`src/inc/bit_branch_pkg.sv`:
```
package bit_branch_pkg;

  localparam int PC_W = 20;
  localparam int ADDR_W = 24;
  localparam int LOC_W = 8;
  localparam int LEN_W = 3;
  localparam int OFS_W = 3;

  // branch base offsets, before the long-encoding increment
  localparam logic [OFS_W-1:0] OFS_COUNT_REG = 3'h2;
  localparam logic [OFS_W-1:0] OFS_SHORT = 3'h3;
  localparam logic [OFS_W-1:0] OFS_SHORT_MODIFY = 3'h4;
  localparam logic [OFS_W-1:0] OFS_SPECIAL = 3'h4;
  localparam logic [OFS_W-1:0] OFS_OTHER = 3'h3;

  localparam logic [7:0] STATUS_LOW_RST = 8'h00;
  localparam logic [7:0] STATUS_HIGH_RST = 8'h00;
  localparam logic [2:0] BANK_RST = 3'h0;
  localparam logic ALT_SET_RST = 1'b0;
  localparam logic INT_ENABLE_RST = 1'b0;
  localparam logic [LOC_W-1:0] LOCATION_RST = 8'h00;

  typedef enum logic [3:0] {
    OP_BRANCH_IF_BIT_SET,
    OP_BRANCH_IF_BIT_CLEAR,
    OP_BRANCH_IF_SET_AND_CLEAR,
    OP_BRANCH_IF_CLEAR_AND_SET,
    OP_DECREMENT_BRANCH_NONZERO,
    OP_BANK_SELECT,
    OP_BANK_SELECT_ALT,
    OP_INTERRUPT_ENABLE_INSTR,
    OP_INTERRUPT_DISABLE_INSTR,
    OP_LOCATION
  } op_e;

  typedef enum logic [3:0] {
    OPD_SHORT_DIRECT,
    OPD_SPECIAL_FUNC,
    OPD_ACC_X,
    OPD_ACC_A,
    OPD_STATUS_LOW,
    OPD_STATUS_HIGH,
    OPD_ABS16,
    OPD_ABS24,
    OPD_INDIRECT_MEMORY_OPERAND,
    OPD_COUNT_B,
    OPD_COUNT_C
  } opd_e;

  typedef enum logic [1:0] {
    REG_X,
    REG_A,
    REG_B,
    REG_C
  } reg_sel_e;

  typedef struct packed {
    op_e op;
    opd_e opd;
    logic long_enc;
    logic [2:0] bit_idx;
    logic [LEN_W-1:0] len;
    logic [7:0] branch_displacement_8;
    logic [ADDR_W-1:0] addr;
    logic [PC_W-1:0] pc;
    logic [2:0] bank;
    logic [LOC_W-1:0] loc;
  } instr_s;

endpackage

```
`src/rtl/bit_branch_cpu_control.sv`:
```
// Functional notes
// - short-direct bit set: branch by 3 or 4
// - special-register bit set: branch by 4
// - accumulator or status bit set: branch by 3
// - absolute or indirect bit set: branch by 3
// - short-direct set bit: clear it, branch 4/5
// - special-register set bit: clear, branch 4, atomic
// - accumulator set bit: clear it, branch 3
// - high status set bit: clear it, branch 3
// - low status writes update the arithmetic flags
// - short-direct clear bit: set it, branch 4/5
// - special-register clear bit: set it, branch 4
// - accumulator clear bit: set it, branch 3
// - high status clear bit: set it, branch 3
// - B/C decrement, branch by 2 if nonzero
// - short-direct byte decrement, branch 3/4 if nonzero
// - plain bank select: alternate set off, load bank
// - alternate bank select: alternate set on, load bank
// - enable instruction sets interrupt enable
// - disable instruction clears interrupt enable
// - location instruction loads upper address word
module bit_branch_cpu_control (
  input logic CLK_I,
  input logic SYS_RST_I,
  input logic INSTR_VALID_I,
  input bit_branch_pkg::instr_s INSTR_I,
  output logic INSTR_READY_O,
  output bit_branch_pkg::reg_sel_e REG_SEL_O,
  input logic [7:0] REG_RD_DATA_I,
  output logic REG_WR_O,
  output logic [7:0] REG_WR_DATA_O,
  output logic MEM_REQ_O,
  output logic MEM_WE_O,
  output logic MEM_LOCK_O,
  output logic MEM_SFR_O,
  output logic [bit_branch_pkg::ADDR_W-1:0] MEM_ADDR_O,
  output logic [7:0] MEM_WDATA_O,
  input logic [7:0] MEM_RDATA_I,
  input logic MEM_ACK_I,
  input logic STATUS_LOAD_I,
  input logic [15:0] STATUS_LOAD_DATA_I,
  output logic [7:0] STATUS_WORD_LOW_O,
  output logic [7:0] STATUS_WORD_HIGH_O,
  output logic GLOBAL_INTERRUPT_ENABLE_O,
  output logic [2:0] REGISTER_BANK_FIELD_O,
  output logic ALT_REGISTER_SET_SELECT_O,
  output logic [bit_branch_pkg::LOC_W-1:0] LOCATION_WORD_O,
  output logic DONE_O,
  output logic BRANCH_TAKEN_O,
  output logic [bit_branch_pkg::PC_W-1:0] NEXT_PC_O
);

  typedef enum logic [1:0] {
    ST_IDLE,
    ST_READ,
    ST_EXEC,
    ST_WRITE
  } state_e;

  state_e state_q;
  state_e state_d;
  bit_branch_pkg::instr_s instr_q;
  logic [7:0] mem_data_q;
  logic [7:0] wdata_q;
  logic [7:0] status_low_q;
  logic [7:0] status_high_q;
  logic int_enable_q;
  logic [2:0] bank_q;
  logic alt_set_q;
  logic [bit_branch_pkg::LOC_W-1:0] loc_q;
  logic done_q;
  logic taken_q;
  logic [bit_branch_pkg::PC_W-1:0] next_pc_q;
  logic reg_wr_q;
  logic [7:0] reg_wr_data_q;

  logic accept;
  logic mem_operand;
  logic reg_operand;
  logic [7:0] operand;
  logic eval_taken;
  logic eval_write;
  logic [7:0] eval_byte;
  logic [bit_branch_pkg::PC_W-1:0] eval_target;
  logic exec_status_low_wr;
  logic exec_status_high_wr;
  logic exec_mem_wr;
  logic [bit_branch_pkg::PC_W-1:0] seq_pc;

  assign accept = (state_q == ST_IDLE) && INSTR_VALID_I;
  assign INSTR_READY_O = (state_q == ST_IDLE);

  function automatic logic is_mem(input bit_branch_pkg::opd_e opd);
    is_mem = (opd == bit_branch_pkg::OPD_SHORT_DIRECT) ||
             (opd == bit_branch_pkg::OPD_SPECIAL_FUNC) ||
             (opd == bit_branch_pkg::OPD_ABS16) ||
             (opd == bit_branch_pkg::OPD_ABS24) ||
             (opd == bit_branch_pkg::OPD_INDIRECT_MEMORY_OPERAND);
  endfunction

  function automatic logic is_data_op(input bit_branch_pkg::op_e op);
    is_data_op = (op == bit_branch_pkg::OP_BRANCH_IF_BIT_SET) ||
                 (op == bit_branch_pkg::OP_BRANCH_IF_BIT_CLEAR) ||
                 (op == bit_branch_pkg::OP_BRANCH_IF_SET_AND_CLEAR) ||
                 (op == bit_branch_pkg::OP_BRANCH_IF_CLEAR_AND_SET) ||
                 (op == bit_branch_pkg::OP_DECREMENT_BRANCH_NONZERO);
  endfunction

  assign mem_operand = is_data_op(instr_q.op) && is_mem(instr_q.opd);
  assign reg_operand = is_data_op(instr_q.op) &&
                       ((instr_q.opd == bit_branch_pkg::OPD_ACC_X) ||
                        (instr_q.opd == bit_branch_pkg::OPD_ACC_A) ||
                        (instr_q.opd == bit_branch_pkg::OPD_COUNT_B) ||
                        (instr_q.opd == bit_branch_pkg::OPD_COUNT_C));

  always_comb
  begin
    REG_SEL_O = bit_branch_pkg::REG_A;
    unique case (instr_q.opd)
      bit_branch_pkg::OPD_ACC_X: REG_SEL_O = bit_branch_pkg::REG_X;
      bit_branch_pkg::OPD_COUNT_B: REG_SEL_O = bit_branch_pkg::REG_B;
      bit_branch_pkg::OPD_COUNT_C: REG_SEL_O = bit_branch_pkg::REG_C;
      default: REG_SEL_O = bit_branch_pkg::REG_A;
    endcase
  end

  always_comb
  begin
    operand = REG_RD_DATA_I;
    if (mem_operand)
    begin
      operand = mem_data_q;
    end
    else if (instr_q.opd == bit_branch_pkg::OPD_STATUS_LOW)
    begin
      operand = status_low_q;
    end
    else if (instr_q.opd == bit_branch_pkg::OPD_STATUS_HIGH)
    begin
      operand = status_high_q;
    end
  end

  branch_eval u_eval (
    .op_i(instr_q.op),
    .opd_i(instr_q.opd),
    .long_enc_i(instr_q.long_enc),
    .bit_idx_i(instr_q.bit_idx),
    .operand_i(operand),
    .disp_i(instr_q.branch_displacement_8),
    .pc_i(instr_q.pc),
    .taken_o(eval_taken),
    .write_o(eval_write),
    .new_byte_o(eval_byte),
    .target_o(eval_target)
  );

  assign seq_pc = instr_q.pc + {{(bit_branch_pkg::PC_W-bit_branch_pkg::LEN_W){1'b0}}, instr_q.len};
  assign exec_mem_wr = (state_q == ST_EXEC) && mem_operand && eval_write;
  assign exec_status_low_wr = (state_q == ST_EXEC) && is_data_op(instr_q.op) && eval_write &&
                              (instr_q.opd == bit_branch_pkg::OPD_STATUS_LOW);
  assign exec_status_high_wr = (state_q == ST_EXEC) && is_data_op(instr_q.op) && eval_write &&
                               (instr_q.opd == bit_branch_pkg::OPD_STATUS_HIGH);

  always_comb
  begin
    state_d = state_q;
    unique case (state_q)
      ST_IDLE:
      begin
        if (INSTR_VALID_I)
        begin
          state_d = (is_data_op(INSTR_I.op) && is_mem(INSTR_I.opd)) ? ST_READ : ST_EXEC;
        end
      end
      ST_READ:
      begin
        if (MEM_ACK_I)
        begin
          state_d = ST_EXEC;
        end
      end
      ST_EXEC: state_d = exec_mem_wr ? ST_WRITE : ST_IDLE;
      ST_WRITE:
      begin
        if (MEM_ACK_I)
        begin
          state_d = ST_IDLE;
        end
      end
    endcase
  end

  always_ff @(posedge CLK_I)
  begin
    if (SYS_RST_I)
    begin
      state_q <= ST_IDLE;
    end
    else
    begin
      state_q <= state_d;
    end
  end

  always_ff @(posedge CLK_I)
  begin
    if (SYS_RST_I)
    begin
      instr_q <= '0;
    end
    else if (accept)
    begin
      instr_q <= INSTR_I;
    end
  end

  // memory bus held locked from read through write-back
  assign MEM_REQ_O = (state_q == ST_READ) || (state_q == ST_WRITE);
  assign MEM_WE_O = (state_q == ST_WRITE);
  assign MEM_LOCK_O = (state_q == ST_READ) || (state_q == ST_EXEC && mem_operand) ||
                      (state_q == ST_WRITE);
  assign MEM_SFR_O = (instr_q.opd == bit_branch_pkg::OPD_SPECIAL_FUNC);
  assign MEM_ADDR_O = instr_q.addr;
  assign MEM_WDATA_O = wdata_q;

  always_ff @(posedge CLK_I)
  begin
    if (SYS_RST_I)
    begin
      mem_data_q <= 8'h00;
    end
    else if (state_q == ST_READ && MEM_ACK_I)
    begin
      mem_data_q <= MEM_RDATA_I;
    end
  end

  always_ff @(posedge CLK_I)
  begin
    if (SYS_RST_I)
    begin
      wdata_q <= 8'h00;
    end
    else if (exec_mem_wr)
    begin
      wdata_q <= eval_byte;
    end
  end

  always_ff @(posedge CLK_I)
  begin
    if (SYS_RST_I)
    begin
      reg_wr_q <= 1'b0;
      reg_wr_data_q <= 8'h00;
    end
    else
    begin
      reg_wr_q <= (state_q == ST_EXEC) && reg_operand && eval_write;
      if ((state_q == ST_EXEC) && reg_operand)
      begin
        reg_wr_data_q <= eval_byte;
      end
    end
  end

  assign REG_WR_O = reg_wr_q;
  assign REG_WR_DATA_O = reg_wr_data_q;

  // instruction write beats an outside load landing in the same cycle
  always_ff @(posedge CLK_I)
  begin
    if (SYS_RST_I)
    begin
      status_low_q <= bit_branch_pkg::STATUS_LOW_RST;
    end
    else if (exec_status_low_wr)
    begin
      status_low_q <= eval_byte;
    end
    else if (STATUS_LOAD_I)
    begin
      status_low_q <= STATUS_LOAD_DATA_I[7:0];
    end
  end

  always_ff @(posedge CLK_I)
  begin
    if (SYS_RST_I)
    begin
      status_high_q <= bit_branch_pkg::STATUS_HIGH_RST;
    end
    else if (exec_status_high_wr)
    begin
      status_high_q <= eval_byte;
    end
    else if (STATUS_LOAD_I)
    begin
      status_high_q <= STATUS_LOAD_DATA_I[15:8];
    end
  end

  always_ff @(posedge CLK_I)
  begin
    if (SYS_RST_I)
    begin
      int_enable_q <= bit_branch_pkg::INT_ENABLE_RST;
      bank_q <= bit_branch_pkg::BANK_RST;
      alt_set_q <= bit_branch_pkg::ALT_SET_RST;
      loc_q <= bit_branch_pkg::LOCATION_RST;
    end
    else if (state_q == ST_EXEC)
    begin
      unique case (instr_q.op)
        bit_branch_pkg::OP_BANK_SELECT:
        begin
          alt_set_q <= 1'b0;
          bank_q <= instr_q.bank;
        end
        bit_branch_pkg::OP_BANK_SELECT_ALT:
        begin
          alt_set_q <= 1'b1;
          bank_q <= instr_q.bank;
        end
        bit_branch_pkg::OP_INTERRUPT_ENABLE_INSTR: int_enable_q <= 1'b1;
        bit_branch_pkg::OP_INTERRUPT_DISABLE_INSTR: int_enable_q <= 1'b0;
        bit_branch_pkg::OP_LOCATION: loc_q <= instr_q.loc;
        default:
        begin
          loc_q <= loc_q;
        end
      endcase
    end
  end

  assign GLOBAL_INTERRUPT_ENABLE_O = int_enable_q;
  assign REGISTER_BANK_FIELD_O = bank_q;
  assign ALT_REGISTER_SET_SELECT_O = alt_set_q;
  assign LOCATION_WORD_O = loc_q;
  assign STATUS_WORD_LOW_O = status_low_q;
  assign STATUS_WORD_HIGH_O = status_high_q;

  // pc result prepared in exec so a pending write-back only delays the pulse
  always_ff @(posedge CLK_I)
  begin
    if (SYS_RST_I)
    begin
      taken_q <= 1'b0;
      next_pc_q <= '0;
    end
    else if (state_q == ST_EXEC)
    begin
      taken_q <= eval_taken;
      next_pc_q <= eval_taken ? eval_target : seq_pc;
    end
  end

  always_ff @(posedge CLK_I)
  begin
    if (SYS_RST_I)
    begin
      done_q <= 1'b0;
    end
    else
    begin
      done_q <= ((state_q == ST_EXEC) && !exec_mem_wr) ||
                ((state_q == ST_WRITE) && MEM_ACK_I);
    end
  end

  assign DONE_O = done_q;
  assign BRANCH_TAKEN_O = taken_q;
  assign NEXT_PC_O = next_pc_q;

endmodule

```
`src/rtl/branch_eval.sv`:
```
module branch_eval (
  input bit_branch_pkg::op_e op_i,
  input bit_branch_pkg::opd_e opd_i,
  input logic long_enc_i,
  input logic [2:0] bit_idx_i,
  input logic [7:0] operand_i,
  input logic [7:0] disp_i,
  input logic [bit_branch_pkg::PC_W-1:0] pc_i,
  output logic taken_o,
  output logic write_o,
  output logic [7:0] new_byte_o,
  output logic [bit_branch_pkg::PC_W-1:0] target_o
);

  logic bit_val;
  logic [7:0] dec_val;
  logic [bit_branch_pkg::OFS_W-1:0] ofs;
  logic modify_op;

  assign bit_val = operand_i[bit_idx_i];
  assign dec_val = operand_i - 8'h01;
  assign modify_op = (op_i == bit_branch_pkg::OP_BRANCH_IF_SET_AND_CLEAR) ||
                     (op_i == bit_branch_pkg::OP_BRANCH_IF_CLEAR_AND_SET);

  always_comb
  begin
    taken_o = 1'b0;
    write_o = 1'b0;
    new_byte_o = operand_i;
    unique case (op_i)
      bit_branch_pkg::OP_BRANCH_IF_BIT_SET: taken_o = bit_val;
      bit_branch_pkg::OP_BRANCH_IF_BIT_CLEAR: taken_o = !bit_val;
      bit_branch_pkg::OP_BRANCH_IF_SET_AND_CLEAR:
      begin
        // bit untouched when not taken
        taken_o = bit_val;
        write_o = bit_val;
        new_byte_o[bit_idx_i] = 1'b0;
      end
      bit_branch_pkg::OP_BRANCH_IF_CLEAR_AND_SET:
      begin
        taken_o = !bit_val;
        write_o = !bit_val;
        new_byte_o[bit_idx_i] = 1'b1;
      end
      bit_branch_pkg::OP_DECREMENT_BRANCH_NONZERO:
      begin
        // counter written back even when the branch falls through
        new_byte_o = dec_val;
        write_o = 1'b1;
        taken_o = (dec_val != 8'h00);
      end
      bit_branch_pkg::OP_BANK_SELECT,
      bit_branch_pkg::OP_BANK_SELECT_ALT,
      bit_branch_pkg::OP_INTERRUPT_ENABLE_INSTR,
      bit_branch_pkg::OP_INTERRUPT_DISABLE_INSTR,
      bit_branch_pkg::OP_LOCATION:
      begin
        taken_o = 1'b0;
      end
    endcase
  end

  always_comb
  begin
    ofs = bit_branch_pkg::OFS_OTHER;
    unique case (opd_i)
      bit_branch_pkg::OPD_SHORT_DIRECT:
        ofs = (modify_op ? bit_branch_pkg::OFS_SHORT_MODIFY : bit_branch_pkg::OFS_SHORT)
              + {2'b00, long_enc_i};
      bit_branch_pkg::OPD_SPECIAL_FUNC: ofs = bit_branch_pkg::OFS_SPECIAL;
      bit_branch_pkg::OPD_COUNT_B,
      bit_branch_pkg::OPD_COUNT_C: ofs = bit_branch_pkg::OFS_COUNT_REG;
      // absolute forms use 3 despite their longer encodings
      default: ofs = bit_branch_pkg::OFS_OTHER;
    endcase
  end

  assign target_o = pc_i + {{(bit_branch_pkg::PC_W-bit_branch_pkg::OFS_W){1'b0}}, ofs}
                    + {{(bit_branch_pkg::PC_W-8){disp_i[7]}}, disp_i};

endmodule

```
`config.mk`:
```
export PLATFORM = sky130hd
export DESIGN_NAME = bit_branch_cpu_control
export DESIGN_NICKNAME = d
export VERILOG_FILES = /design/src/inc/bit_branch_pkg.sv /design/src/rtl/bit_branch_cpu_control.sv /design/src/rtl/branch_eval.sv
export SDC_FILE = /design/constraint.sdc
export NUM_CORES = 1
export LEC_CHECK = 0
export BUFFER_PORTS_ARGS = -buffer_cell sky130_fd_sc_hd__buf_4
export CAP_MARGIN = 5
export CORE_ASPECT_RATIO = 1.25
export CORE_UTILIZATION = 55
export DETAILED_ROUTE_END_ITERATION = 12
export GPL_TIMING_DRIVEN = 0
export PLACE_DENSITY = 0.82
export SETUP_SLACK_MARGIN = 0.4
export SLEW_MARGIN = 20
export SYNTH_ARGS = -nofsm -noshare
export SYNTH_HDL_FRONTEND = slang
export SYNTH_SLANG_ARGS = --single-unit
```
`constraint.sdc`:
```
create_clock -name CLK_I -period 5.1 [get_ports CLK_I]
set_clock_uncertainty 0.05 [all_clocks]
set_input_delay 0.255 -clock CLK_I [delete_from_list [all_inputs] [get_ports CLK_I]]
set_output_delay 0.255 -clock CLK_I [all_outputs]
set_load 0.05 [all_outputs]
```
==> results of run 1 <==
-- what timing repair did --
item / 4_1_cts / 5_1_grt
pin swaps: 0 / 1
endpoints found under the setup margin: 25 / 24
setup buffers: 0 / 1
endpoints found under the hold margin: 4 / 0
gates resized for setup: 5 / 13
hold buffers: 4 / 0
-- layout make-up --
cell class | instances | share of cell area, %
multi-input cells | 819 | 46.0
plain buffers | 96 | 4.47
repair buffers | 217 | 14.2
clock inverters | 13 | 1.12
flip-flops and latches | 156 | 27.1
well taps | 212 | 2.30
inverters | 28 | 0.913
clock buffers | 19 | 3.85
-- through the flow --
step	cell area (sq um)	std cells
finish	11500	1560
CTS	11500	1559
floorplan	8990	1099
global placement	10800	1523
detailed placement	10900	1523
global route	11500	1560
-- kinds of logic (layout without fill, tap and decap cells) --
| kind of cell | after synthesis | count (layout) |
|---|---|---|
| buffers and inverters | 124 | 373 |
| flip-flops | 156 | 156 |
| AND/OR/NAND/NOR | 395 | 395 |
| multiplexers | 83 | 83 |
| AO/OA/AOI/OAI | 256 | 256 |
| adder cells (fa/ha/maj) | 46 | 46 |
| XOR/XNOR | 39 | 39 |
-- final timing paths --
| kind | from | end | slack [ns] | cells after the start |
|---|---|---|---|---|
| setup reg to reg | instr_q[72] | NEXT_PC_O[13] | 0.63 | 15 |
| hold reg to reg | MEM_ADDR_O[10] | MEM_ADDR_O[10] | 0.40 | 2 |
| setup / recovery | instr_q[72] | NEXT_PC_O[13] | 0.63 | 15 |
| hold / removal | INSTR_I[17] | instr_q[17] | 0.007 | 3 |
-- report_power, final --
group	internal, mW	switching [mW]	total [mW]	leakage (nW)
Combinational	0.411	0.676	1.09	3.65
Sequential	1.30	0.0676	1.37	1.28
Clock	0.696	0.558	1.25	0.275
-- per-layer routing --
metal | vias to the layer above | share of wire [%] | global-route usage, %
met5 | - | 0 | 0
met2 | 345 | 50 | 56.0
met1 | 4064 | 40 | 37.3
met3 | 90 | 5.6 | 5.93
li1 | 4284 | - | -
met4 | 0 | 4.9 | 18.9
-- cells in the mapped netlist, types with 3 or more instances --
master                        n
sky130_fd_sc_hd__o2111ai_1    3
sky130_fd_sc_hd__nor2b_1      9
sky130_fd_sc_hd__nor4_1       3
sky130_fd_sc_hd__mux2i_1     51
sky130_fd_sc_hd__or3_1        9
sky130_fd_sc_hd__nand3_1     21
sky130_fd_sc_hd__xor2_1      15
sky130_fd_sc_hd__a21oi_1    100
sky130_fd_sc_hd__nor3b_1      3
sky130_fd_sc_hd__mux2_2      29
sky130_fd_sc_hd__a31oi_1     10
sky130_fd_sc_hd__a21o_1       9
sky130_fd_sc_hd__o22ai_1      3
sky130_fd_sc_hd__a211oi_1    26
sky130_fd_sc_hd__a311oi_1     6
sky130_fd_sc_hd__and3_1       8
sky130_fd_sc_hd__o21ai_0     44
sky130_fd_sc_hd__fa_1         5
sky130_fd_sc_hd__nand3b_1     3
sky130_fd_sc_hd__clkbuf_1    51
sky130_fd_sc_hd__and2_1       6
sky130_fd_sc_hd__buf_1        7
sky130_fd_sc_hd__dfxtp_1    156
sky130_fd_sc_hd__xnor2_1     23
sky130_fd_sc_hd__buf_4       28
sky130_fd_sc_hd__a21boi_0     4
sky130_fd_sc_hd__inv_1       27
sky130_fd_sc_hd__buf_2        4
sky130_fd_sc_hd__nand4_1      4
sky130_fd_sc_hd__o21a_1       8
sky130_fd_sc_hd__or2_2        3
sky130_fd_sc_hd__nor3_1      18
sky130_fd_sc_hd__nor2_1      83
sky130_fd_sc_hd__nand2b_1     4
sky130_fd_sc_hd__o21bai_1     4
sky130_fd_sc_hd__o211ai_1     4
sky130_fd_sc_hd__a211o_1      5
sky130_fd_sc_hd__ha_1        41
sky130_fd_sc_hd__nand2_1    211
-- flip-flops by register name (all words and copies together) (netlist names) --
register                   flops
instr_q                       54
MEM_ADDR_O                    24
NEXT_PC_O                     20
LOCATION_WORD_O                8
MEM_WDATA_O                    8
REG_WR_DATA_O                  8
STATUS_WORD_HIGH_O             8
STATUS_WORD_LOW_O              8
mem_data_q                     8
REGISTER_BANK_FIELD_O          3
state_q                        2
ALT_REGISTER_SET_SELECT_O      1
BRANCH_TAKEN_O                 1
DONE_O                         1
GLOBAL_INTERRUPT_ENABLE_O      1
REG_WR_O                       1
-- worst reg2reg max path, delay by kind of cell (launching register included) --
family                     cells  cell delay, ns
AOI/OAI and AO/OA              7            1.87
DFF                            1            0.30
adders and majority gates      1            0.25
and+or+nand+nor                2            0.70
xor gates and xnor gates       1            0.29
buffers and inverters          4            0.84
==> results by group, run 1 <==
Run status
  – Outcome: finished clean

Placed design
  – Input/output buffers: 212
  – HPWL reported at the end of detailed placement: 20700 um
  – Setup Slack @ Placement: 0.0857 ns
  – Weighted congestion at the end of routability-driven global placement: between 0.9 and 1

Yosys
  – Top flip-flop cell by instance count after synthesis: sky130_fd_sc_hd__dfxtp_1
  – XOR/XNOR Fraction of Synth Area: approximately 4.0%
  – Top post-synthesis cells by area: sky130_fd_sc_hd__dfxtp_1, sky130_fd_sc_hd__nand2_1, sky130_fd_sc_hd__ha_1
  – Number of synthesis warnings: 0
  – Number of enable flip-flop cells after synthesis: 0
  – Unique masters post-synth: 75
  – Seq cells post-synth: 156
  – Compound-cell area share of the yosys netlist: 18.5%
  – Share of synthesized area occupied by flip-flops and latches: approximately a third
  – Cell taking the most area after synthesis: sky130_fd_sc_hd__dfxtp_1
  – Main combinational cell family by area after synthesis: simple AND/OR/NAND/NOR gates
  – Area share of and/or/nand/nor cells after synthesis: 19.2%
  – Combined area of all synthesized cells: ~9000 sq um
  – Area share of the largest cell type after synthesis: 34.7%
  – Avg Cell Area, Syn: 8.18 sq um
  – Adder-cell share of the synthesized area: between 6 and 7%
  – Post-Synthesis Net Count: between 1000 and 1500
  – Post-synthesis cell count: ~1100
  – Portion of netlist area occupied by mux cells: 9.98%
  – Ys async rst share: 0%

Floorplan
  – Die outline height: 145 um
  – Die area: about 17000 sq um
  – Number of placement rows: 51
  – Core area: roughly 16000 sq um
  – I/O pin cnt: roughly 210
  – Die Wd: 116 um
  – Initial core utilization: 57.1%

Routing
  – Detail Route Antenna Nets: 0
  – Number of DRC markers in iteration 0: 608
  – First drt pass iteration count: 5
  – Detailed-route wire length: 27200 um
  – DR DRC count: 0
  – Routed len/inst: 17.4 um
  – Routed via count divided by cell count: 5.63
  – Via count of the routed design: ~8800

Timing
  – Setup_tns: 0 ns
  – Transition time at the pin with the least slew margin: 0.865 ns
  – Final Hold Viols: 0
  – Relative max-transition margin: 42.0%
  – Post-route worst hold slack: 0.00695 ns
  – Clock period minus worst slack: ~4.5 ns
  – Unrepaired setup endpoints after global routing: false
  – Least setup slack across all paths after layout: ~0.63 ns
  – Endpoints failing setup: 0
  – Final Max Slew Viols: 0
  – Final Cycle Share: between 80 and 90%
  – Maximum clock frequency: 224 MHz

Worst setup path
  – Data arrival, critical path: 4.70 ns
  – Worst-path cell with the longest stage delay: sky130_fd_sc_hd__or3b_2
  – Worst-path cell chain: clkbuf_2 -> a211o_1 -> a211oi_2 -> clkbuf_4 -> o21ai_0 -> inv_1 -> ha_2 -> or3b_2 -> a2111oi_2 -> a41o_2 -> xor2_1 -> a41oi_2 -> nor2_1 -> buf_2 -> a311oi_2
  – Family with the most delay on the worst path: compound AO/OA/AOI/OAI gates
  – CP Buf/Inv Count: 4
  – Peak per-stage delay on the critical path: about 0.46 ns
  – Launching element type of the critical path: register
  – Kind of end point of the critical path: register
  – Classification of the worst setup path: reg2reg
  – Worst-path fanout max: 10
  – Required time worst endpoint: 5.33 ns

Clock network
  – CTS sink count: 156
  – Reg clk slew, reported paths: 0.07 ns
  – Number of buffers added by the clock tree synthesis step: 17
  – Maximum count of clock buffers along a single path: 2
  – CTS tree: yes
  – Count of H-tree levels built during CTS: 4
  – Library cell used as clock root buffer: sky130_fd_sc_hd__clkbuf_16
  – Clock latency of the later-clocked register in the worst-skew pair: 0.44 ns

Layout
  – Area added between synthesis and finish: 28.0%
  – Fin nets: 1496
  – Number of diodes: 0
  – Area of the multi-input gates: 5300 sq um
  – Post-Route Utilization: 73.0%
  – Commonest non-fill, non-tap cell in the layout: sky130_fd_sc_hd__buf_4
  – Number of inserted filler cells in the final layout: 1286
  – Most used cells in the layout excluding fill and tap cells: sky130_fd_sc_hd__buf_4, sky130_fd_sc_hd__nand2_1, sky130_fd_sc_hd__dfxtp_1
  – Layout cell share with drive strength beyond 1: 25.8%
  – Register area: about 3100 sq um

Hold path
  – Worst min-delay path category: in2reg

Pwr
  – Power density relative to cell area: 322 nW/um^2
  – IR drop worst, VDD: 0.212 mV
  – Total chip power: between 3 and 4 mW
  – Leakage power figure: about 5.2 nW

Global route
  – Initial antenna violation count: 0
  – GRT Total Usage: 32.7%
  – Overflow left after global routing: 0
  – Pin count of the biggest net entering global routing: 17
  – Vias in the first global route: 8559
  – Wire length of the first global-routing pass: approximately 43000 um

Job
  – Reported max-cap violation count: 0
Note: power is estimated with default switching activity, not from simulation.
==> inputs of run 2 (changes only) <==
- GPL_TIMING_DRIVEN: 0 -> default
==> run 2 against run 1 <==
Net effect:
- cell count fell by 5.2%
- fmax rose by 0.74%
- sequential share of layout area is 0.85 points higher
- largest power group unchanged
- hold slack gained 0.0010 ns
- clock power increased by 7%
- worst setup slack gained 0.033 ns
- design area is 3.0% lower
- first-iteration DRC count rose by 8.9%
- via count fell by 5.0%
- highest routed layer unchanged
- critical path depth shrank 1
- combinational power shrank 8%
- flip-flop and latch count is the same
==> results by group, run 2 (synthesis gave the netlist of run 1 again) <==
Run status
  – Outcome: finished clean

Clock network
  – Library cell used as clock root buffer: sky130_fd_sc_hd__clkbuf_16
  – Count of H-tree levels built during CTS: 4 (unchanged)
  – Reg clk slew, reported paths: 0.07 ns (about the same)
  – Number of buffers added by the clock tree synthesis step: 17 (unchanged)
  – CTS sink count: 156 (unchanged)
  – Post-CTS repair timing setup buffer count: 0 (unchanged)
  – CTS tree: yes
  – Clock latency of the later-clocked register in the worst-skew pair: 0.44 ns (about the same)
  – Maximum count of clock buffers along a single path: 2 (unchanged)

Timing
  – Final Max Slew Viols: 0 (unchanged)
  – Endpoints failing setup: 0 (unchanged)
  – Setup_tns: 0 ns (unchanged)
  – Clock period minus worst slack: 4.44 ns (-0.0328 ns)
  – Least setup slack across all paths after layout: 0.660 ns (+0.0328 ns)
  – Relative max-transition margin: 36.1% (-5.9 points)
  – Post-route worst hold slack: 0.00796 ns (+0.00101 ns)
  – Unrepaired setup endpoints after global routing: false
  – Final Cycle Share: 87.1% (-0.64 points)
  – Maximum clock frequency: 225 MHz (+0.74%)
  – Final Hold Viols: 0 (unchanged)
  – Transition time at the pin with the least slew margin: 0.958 ns (+0.0924 ns)

Worst setup path
  – Launching element type of the critical path: register
  – Kind of end point of the critical path: register
  – Worst-path fanout max: 10 (unchanged)
  – Data arrival, critical path: 4.72 ns (+0.02 ns)
  – Required time worst endpoint: 5.38 ns (+0.05 ns)
  – Classification of the worst setup path: reg2reg

Global route
  – Wire length of the first global-routing pass: 38700 um (-9.4%)
  – Overflow left after global routing: 0 (unchanged)
  – Initial antenna violation count: 0 (unchanged)
  – GRT Total Usage: 29.4% (-3.3 points)
  – Vias in the first global route: 7845 (-8.3%)
  – Pin count of the biggest net entering global routing: 74 (+57)

Routing
  – Routed via count divided by cell count: 5.64 (+0.17%)
  – Detailed-route wire length: 25000 um (-8.0%)
  – Detail Route Antenna Nets: 0 (unchanged)
  – Routed len/inst: 16.9 um (-2.9%)
  – DR DRC count: 0 (unchanged)
  – Number of DRC markers in iteration 0: 662 (+8.9%)
  – First drt pass iteration count: 5 (unchanged)
  – Via count of the routed design: 8341 (-5.0%)

Floorplan
  – Die area: 16900 sq um (unchanged)
  – Die outline height: 145 um (unchanged)
  – Initial core utilization: 57.1% (unchanged)
  – Die Wd: 116 um (unchanged)
  – Number of placement rows: 51 (unchanged)
  – Core area: 15800 sq um (unchanged)
  – I/O pin cnt: 214 (unchanged)

Placed design
  – Weighted congestion at the end of routability-driven global placement: 0.974 (+2.3%)
  – Count of placed standard cells including taps: 1439 (-5.5%)
  – Setup Slack @ Placement: 0.608 ns (+0.522 ns)
  – DP Area: 10400 sq um (-3.8%)
  – Input/output buffers: 213 (+0.47%)
  – HPWL reported at the end of detailed placement: 18600 um (-10%)

Layout
  – Post-Route Utilization: 70.9% (-2.2 points)
  – Top reg by flops: instr_q
  – Number of diodes: 0 (unchanged)
  – Layout cell share with drive strength beyond 1: 25.1% (-0.72 points)
  – Fin nets: 1415 (-5.4%)
  – Area of the multi-input gates: 5300 sq um (unchanged)
  – Final instance count without filler cells: 1479 (-5.2%)
  – Register area: 3120 sq um (about the same)
  – Most used cells in the layout excluding fill and tap cells: sky130_fd_sc_hd__buf_4, sky130_fd_sc_hd__nand2_1, sky130_fd_sc_hd__dfxtp_1
  – Post-route standard cell area excluding fillers: 11200 sq um (-3.0%)
  – Area added between synthesis and finish: 24.2%
  – Flip-flop count of the largest register after layout: 54 (unchanged)
  – Number of inserted filler cells in the final layout: 1296 (+0.78%)
  – Commonest non-fill, non-tap cell in the layout: sky130_fd_sc_hd__buf_4

Hold path
  – Worst min-delay path category: in2reg

Job
  – Reported max-cap violation count: 0 (unchanged)

Pwr
  – Power density relative to cell area: 334 nW/um^2 (+3.7%)
  – Total chip power: 3.73 mW (+0.60%)
  – IR drop worst, VDD: 0.239 mV (+13%)
  – Leakage power figure: 5.02 nW (-3.5%)
## run 2: changes by cell type in the layout (fill, tap and decap cells not counted), moves of 4 or more
cell	delta
sky130_fd_sc_hd__dlygate4sd3_1	+4
sky130_fd_sc_hd__buf_2	-4
sky130_fd_sc_hd__buf_1	-7
sky130_fd_sc_hd__buf_4	-17
sky130_fd_sc_hd__clkbuf_2	-4
sky130_fd_sc_hd__clkbuf_1	-49
## run 2: what timing repair did
item,4_1_cts,5_1_grt
endpoints found under the hold margin,7,1
hold buffers,7,1
setup endpoints to repair,0,14
resized for setup,0,6
## run 2: worst paths after layout
check	start	endpoint	slack, ns	cells past startpoint
setup / recovery	instr_q[70]	STATUS_WORD_LOW_O[4]	0.66	14
hold / removal	INSTR_I[44]	MEM_ADDR_O[13]	0.008	3
setup reg to reg	instr_q[70]	STATUS_WORD_LOW_O[4]	0.66	14
hold reg to reg	instr_q[10]	instr_q[10]	0.40	2
## run 2: per-layer routing
| layer | share of wire, % | track usage (%) |
|---|---|---|
| met5 | 0 | 0 |
| met4 | 3.0 | 12.2 |
| met3 | 5.7 | 6.43 |
| met2 | 52 | 51.8 |
| met1 | 40 | 33.4 |
## run 2: power by group
| part | internal (mW) | switching, mW | total [mW] |
|---|---|---|---|
| sequential | 1.30 | 0.0835 | 1.38 |
| combinational | 0.381 | 0.622 | 1.00 |
| clock | 0.769 | 0.574 | 1.34 |
## run 2: cell type report
class,count,area share [%]
Timing Repair Buffer,232,15.8
Sequential cell,156,28.0
Inverter,28,0.941
Clock inverter,13,1.48
Tap cell,212,2.37
Multi-Input combinational cell,819,47.4
Clock buffer,19,4.06
## run 2: worst max-delay path: stages (launching register included)
cell,delay [ns]
sky130_fd_sc_hd__dfxtp_1,0.56
sky130_fd_sc_hd__buf_4,0.25
sky130_fd_sc_hd__mux2_2,0.34
sky130_fd_sc_hd__mux2i_1,0.22
sky130_fd_sc_hd__o21ai_0,0.17
sky130_fd_sc_hd__inv_1,0.12
sky130_fd_sc_hd__ha_1,0.26
sky130_fd_sc_hd__or3b_2,0.46
sky130_fd_sc_hd__a2111oi_0,0.37
sky130_fd_sc_hd__a41o_2,0.20
sky130_fd_sc_hd__xor2_1,0.33
sky130_fd_sc_hd__nor2_1,0.07
sky130_fd_sc_hd__a311oi_1,0.51
sky130_fd_sc_hd__nor2_1,0.12
sky130_fd_sc_hd__mux2_2,0.29
==> inputs of run 3 (changes only) <==
- BUFFER_PORTS_ARGS: -buffer_cell sky130_fd_sc_hd__buf_4 -> -buffer_cell sky130_fd_sc_hd__clkbuf_2
==> run 3 against run 2 <==
Net effect:
- cell count grew 3.7%
- via count rose by 4.3%
- combinational power about the same
- first-iteration DRC count unchanged
- die area stayed put
- worst setup slack worse by 0.0059 ns
- routed wire length increased by 2.9%
- largest power group unchanged
- non-clock buffer count grew 54
- sequential power about the same
- core utilization up 0.079 points
- fmax decreased by 0.13%
- hold slack worse by 0.0046 ns
==> results by group, run 3 (synthesis gave the netlist of run 1 again) <==
Routing
  – Via count of the routed design: 8702 (+4.3%)
  – Detailed-route wire length: 25800 um (+2.9%)
  – Routed via count divided by cell count: 5.68 (+0.65%)
  – Routed len/inst: 16.8 um (-0.68%)
  – Number of DRC markers in iteration 0: 662 (unchanged)
  – DR DRC count: 0 (unchanged)
  – First drt pass iteration count: 5 (unchanged)
  – Detail Route Antenna Nets: 0 (unchanged)

Pwr
  – Leakage power figure: 5.10 nW (+1.5%)
  – Portion of total power attributed to sequential cells: 37.5% (+0.4 points)
  – IR drop worst, VDD: 0.231 mV (-3.3%)
  – Power density relative to cell area: 329 nW/um^2 (-1.4%)
  – Sw power: 1.29 mW (+0.54%)
  – Comb power frac: 27.1% (+0.2 points)
  – Internal power consumption: 2.40 mW (-2.2%)
  – Switching Fraction: 34.9% (+0.63 points)
  – Clock Power Share: 35.4% (-0.6 points)

Timing
  – Final Max Slew Viols: 0 (unchanged)
  – Endpoints failing setup: 0 (unchanged)
  – Maximum clock frequency: 225 MHz (-0.13%)
  – Transition time at the pin with the least slew margin: 0.958 ns (-0.000181 ns)
  – Unrepaired setup endpoints after global routing: false
  – Relative max-transition margin: 36.1% (about the same)
  – Least setup slack across all paths after layout: 0.654 ns (-0.00593 ns)
  – Setup_tns: 0 ns (unchanged)
  – Final Hold Viols: 0 (unchanged)
  – Final Cycle Share: 87.2% (+0.12 points)
  – Clock period minus worst slack: 4.45 ns (+0.00593 ns)

Clock network
  – Reg clk slew, reported paths: 0.07 ns (about the same)
  – Maximum count of clock buffers along a single path: 2 (unchanged)
  – Number of buffers added by the clock tree synthesis step: 17 (unchanged)
  – Count of H-tree levels built during CTS: 4 (unchanged)
  – Clock latency of the later-clocked register in the worst-skew pair: 0.43 ns (about the same)
  – Library cell used as clock root buffer: sky130_fd_sc_hd__clkbuf_16
  – CTS sink count: 156 (unchanged)
  – CTS tree: yes

Layout
  – Flip-flop count of the largest register after layout: 54 (unchanged)
  – Number of diodes: 0 (unchanged)
  – Top reg by flops: instr_q
  – Most used cells in the layout excluding fill and tap cells: sky130_fd_sc_hd__clkbuf_2, sky130_fd_sc_hd__nand2_1, sky130_fd_sc_hd__dfxtp_1
  – Final instance count without filler cells: 1533 (+3.7%)
  – Post-route standard cell area excluding fillers: 11200 sq um (+0.11%)
  – Number of inserted filler cells in the final layout: 1248 (-3.7%)
  – Area added between synthesis and finish: 24.3%
  – Layout cell share with drive strength beyond 1: 24.2% (-0.87 points)
  – Post-Route Utilization: 70.9% (+0.079 points)
  – Area of the multi-input gates: 5310 sq um (+0.33%)
  – Register area: 3120 sq um (unchanged)
  – Fin nets: 1469 (+3.8%)
  – Commonest non-fill, non-tap cell in the layout: sky130_fd_sc_hd__clkbuf_2

Floorplan
  – Die area: 16900 sq um (unchanged)
  – Die Wd: 116 um (unchanged)
  – I/O pin cnt: 214 (unchanged)
  – Core area: 15800 sq um (unchanged)
  – Number of placement rows: 51 (unchanged)
  – Die outline height: 145 um (unchanged)
  – Initial core utilization: 57.1% (unchanged)

Global route
  – Overflow left after global routing: 0 (unchanged)
  – Pin count of the biggest net entering global routing: 79 (+6.8%)
  – Initial antenna violation count: 0 (unchanged)
  – Wire length of the first global-routing pass: 40300 um (+4.2%)
  – Vias in the first global route: 8207 (+4.6%)
  – GRT Total Usage: 30.4% (+1.0 points)

Placed design
  – Count of placed standard cells including taps: 1439 (unchanged)
  – DP Area: 9910 sq um (-5.1%)
  – Setup Slack @ Placement: 0.536 ns (-0.0716 ns)
  – Input/output buffers: 213 (unchanged)
  – HPWL reported at the end of detailed placement: 17900 um (-3.8%)
  – Weighted congestion at the end of routability-driven global placement: 0.953 (-2.2%)

Run status
  – Outcome: finished clean

Worst setup path
  – Worst-path cell chain: nor3b_2 -> buf_4 -> mux2i_1 -> o21ai_0 -> inv_1 -> ha_1 -> or3b_2 -> a2111oi_0 -> a41o_2 -> xor2_2 -> a41oi_4 -> o41a_1 -> o22ai_2
  – Classification of the worst setup path: reg2reg
  – Worst-path fanout max: 14 (+4)
  – Kind of end point of the critical path: register
  – Data arrival, critical path: 4.74 ns (+0.02 ns)
  – Peak per-stage delay on the critical path: 0.57 ns (about the same)
  – Launching element type of the critical path: register
  – Worst-case reg-to-reg path depth: 13 (-1)
  – Register-to-register path setup slack: 0.65 ns (about the same)
  – Worst-path cell with the longest stage delay: sky130_fd_sc_hd__a2111oi_0
  – Required time worst endpoint: 5.40 ns (+0.02 ns)

Hold path
  – Hold path depth: 3 (unchanged)
  – Worst min-delay path category: in2reg

Job
  – Reported max-cap violation count: 0 (unchanged)
run 3: cell count changes in the layout (fill, tap and decap cells not counted), sizes merged:
cell,delta
buf,-212
clkbuf,+210
clkinv,+3
inv,-1
dlygate4sd3,+54
run 3: per-layer routing:
metal  vias to the layer above  wire [um]  track usage, %
li1                       4225          -               -
met1                      4070      10200            34.3
met2                       333      13100            53.6
met3                        74       1300            4.89
met4                         0       1200            16.5
met5                         -          0               0
run 3: worst paths after layout:
kind,startpoint,to
worst max-delay path,instr_q[72],NEXT_PC_O[10]
worst min-delay path,INSTR_I[75],instr_q[75]
worst max register to register,instr_q[72],NEXT_PC_O[10]
worst min register to register,MEM_ADDR_O[19],MEM_ADDR_O[19]
run 3: critical path, delay by kind of cell (launching register included):
family | cells | cell delay (ns)
simple gates | 2 | 0.78
mux | 1 | 0.30
flops | 1 | 0.47
fa+ha+maj | 1 | 0.27
xor+xnor | 1 | 0.25
buf+inv | 2 | 0.38
compound gates | 6 | 1.85
run 3: cell type report:
class | count | share of cell area, %
timing repair buffer | 286 | 15.8
clock buffer | 17 | 3.80
clock inverter | 15 | 1.59
sequential | 156 | 27.9
multi-input combinational | 819 | 47.5
tap | 212 | 2.37
inverter | 28 | 0.940
run 3: power groups by stage:
stage / clock network (mW) / registers (mW) / logic (mW)
after floorplan: 0 / 1.49 / 0.624
after global placement: 0 / 1.40 / 0.919
after detailed placement: 0 / 1.41 / 0.930
after CTS: 1.32 / 1.38 / 0.975
after global routing: 1.38 / 1.39 / 1.07
final: 1.30 / 1.38 / 0.996
run 3: metrics by stage:
step | power, mW | hold WS [ns]
final | 3.68 | 0.00334
after global routing | 3.85 | 0.0111
after CTS | 3.67 | 0.00184
after detailed placement | 2.34 | 0.395
after global placement | 2.32 | 0.391
after floorplan | 2.11 | 0.341
run 3: timing repair:
action | CTS | global route
hold endpoints to repair | 62 | 0
setup buffers | 0 | 0
gates resized for setup | 0 | 8
hold buffers | 62 | 0
setup endpoints to repair | 0 | 18
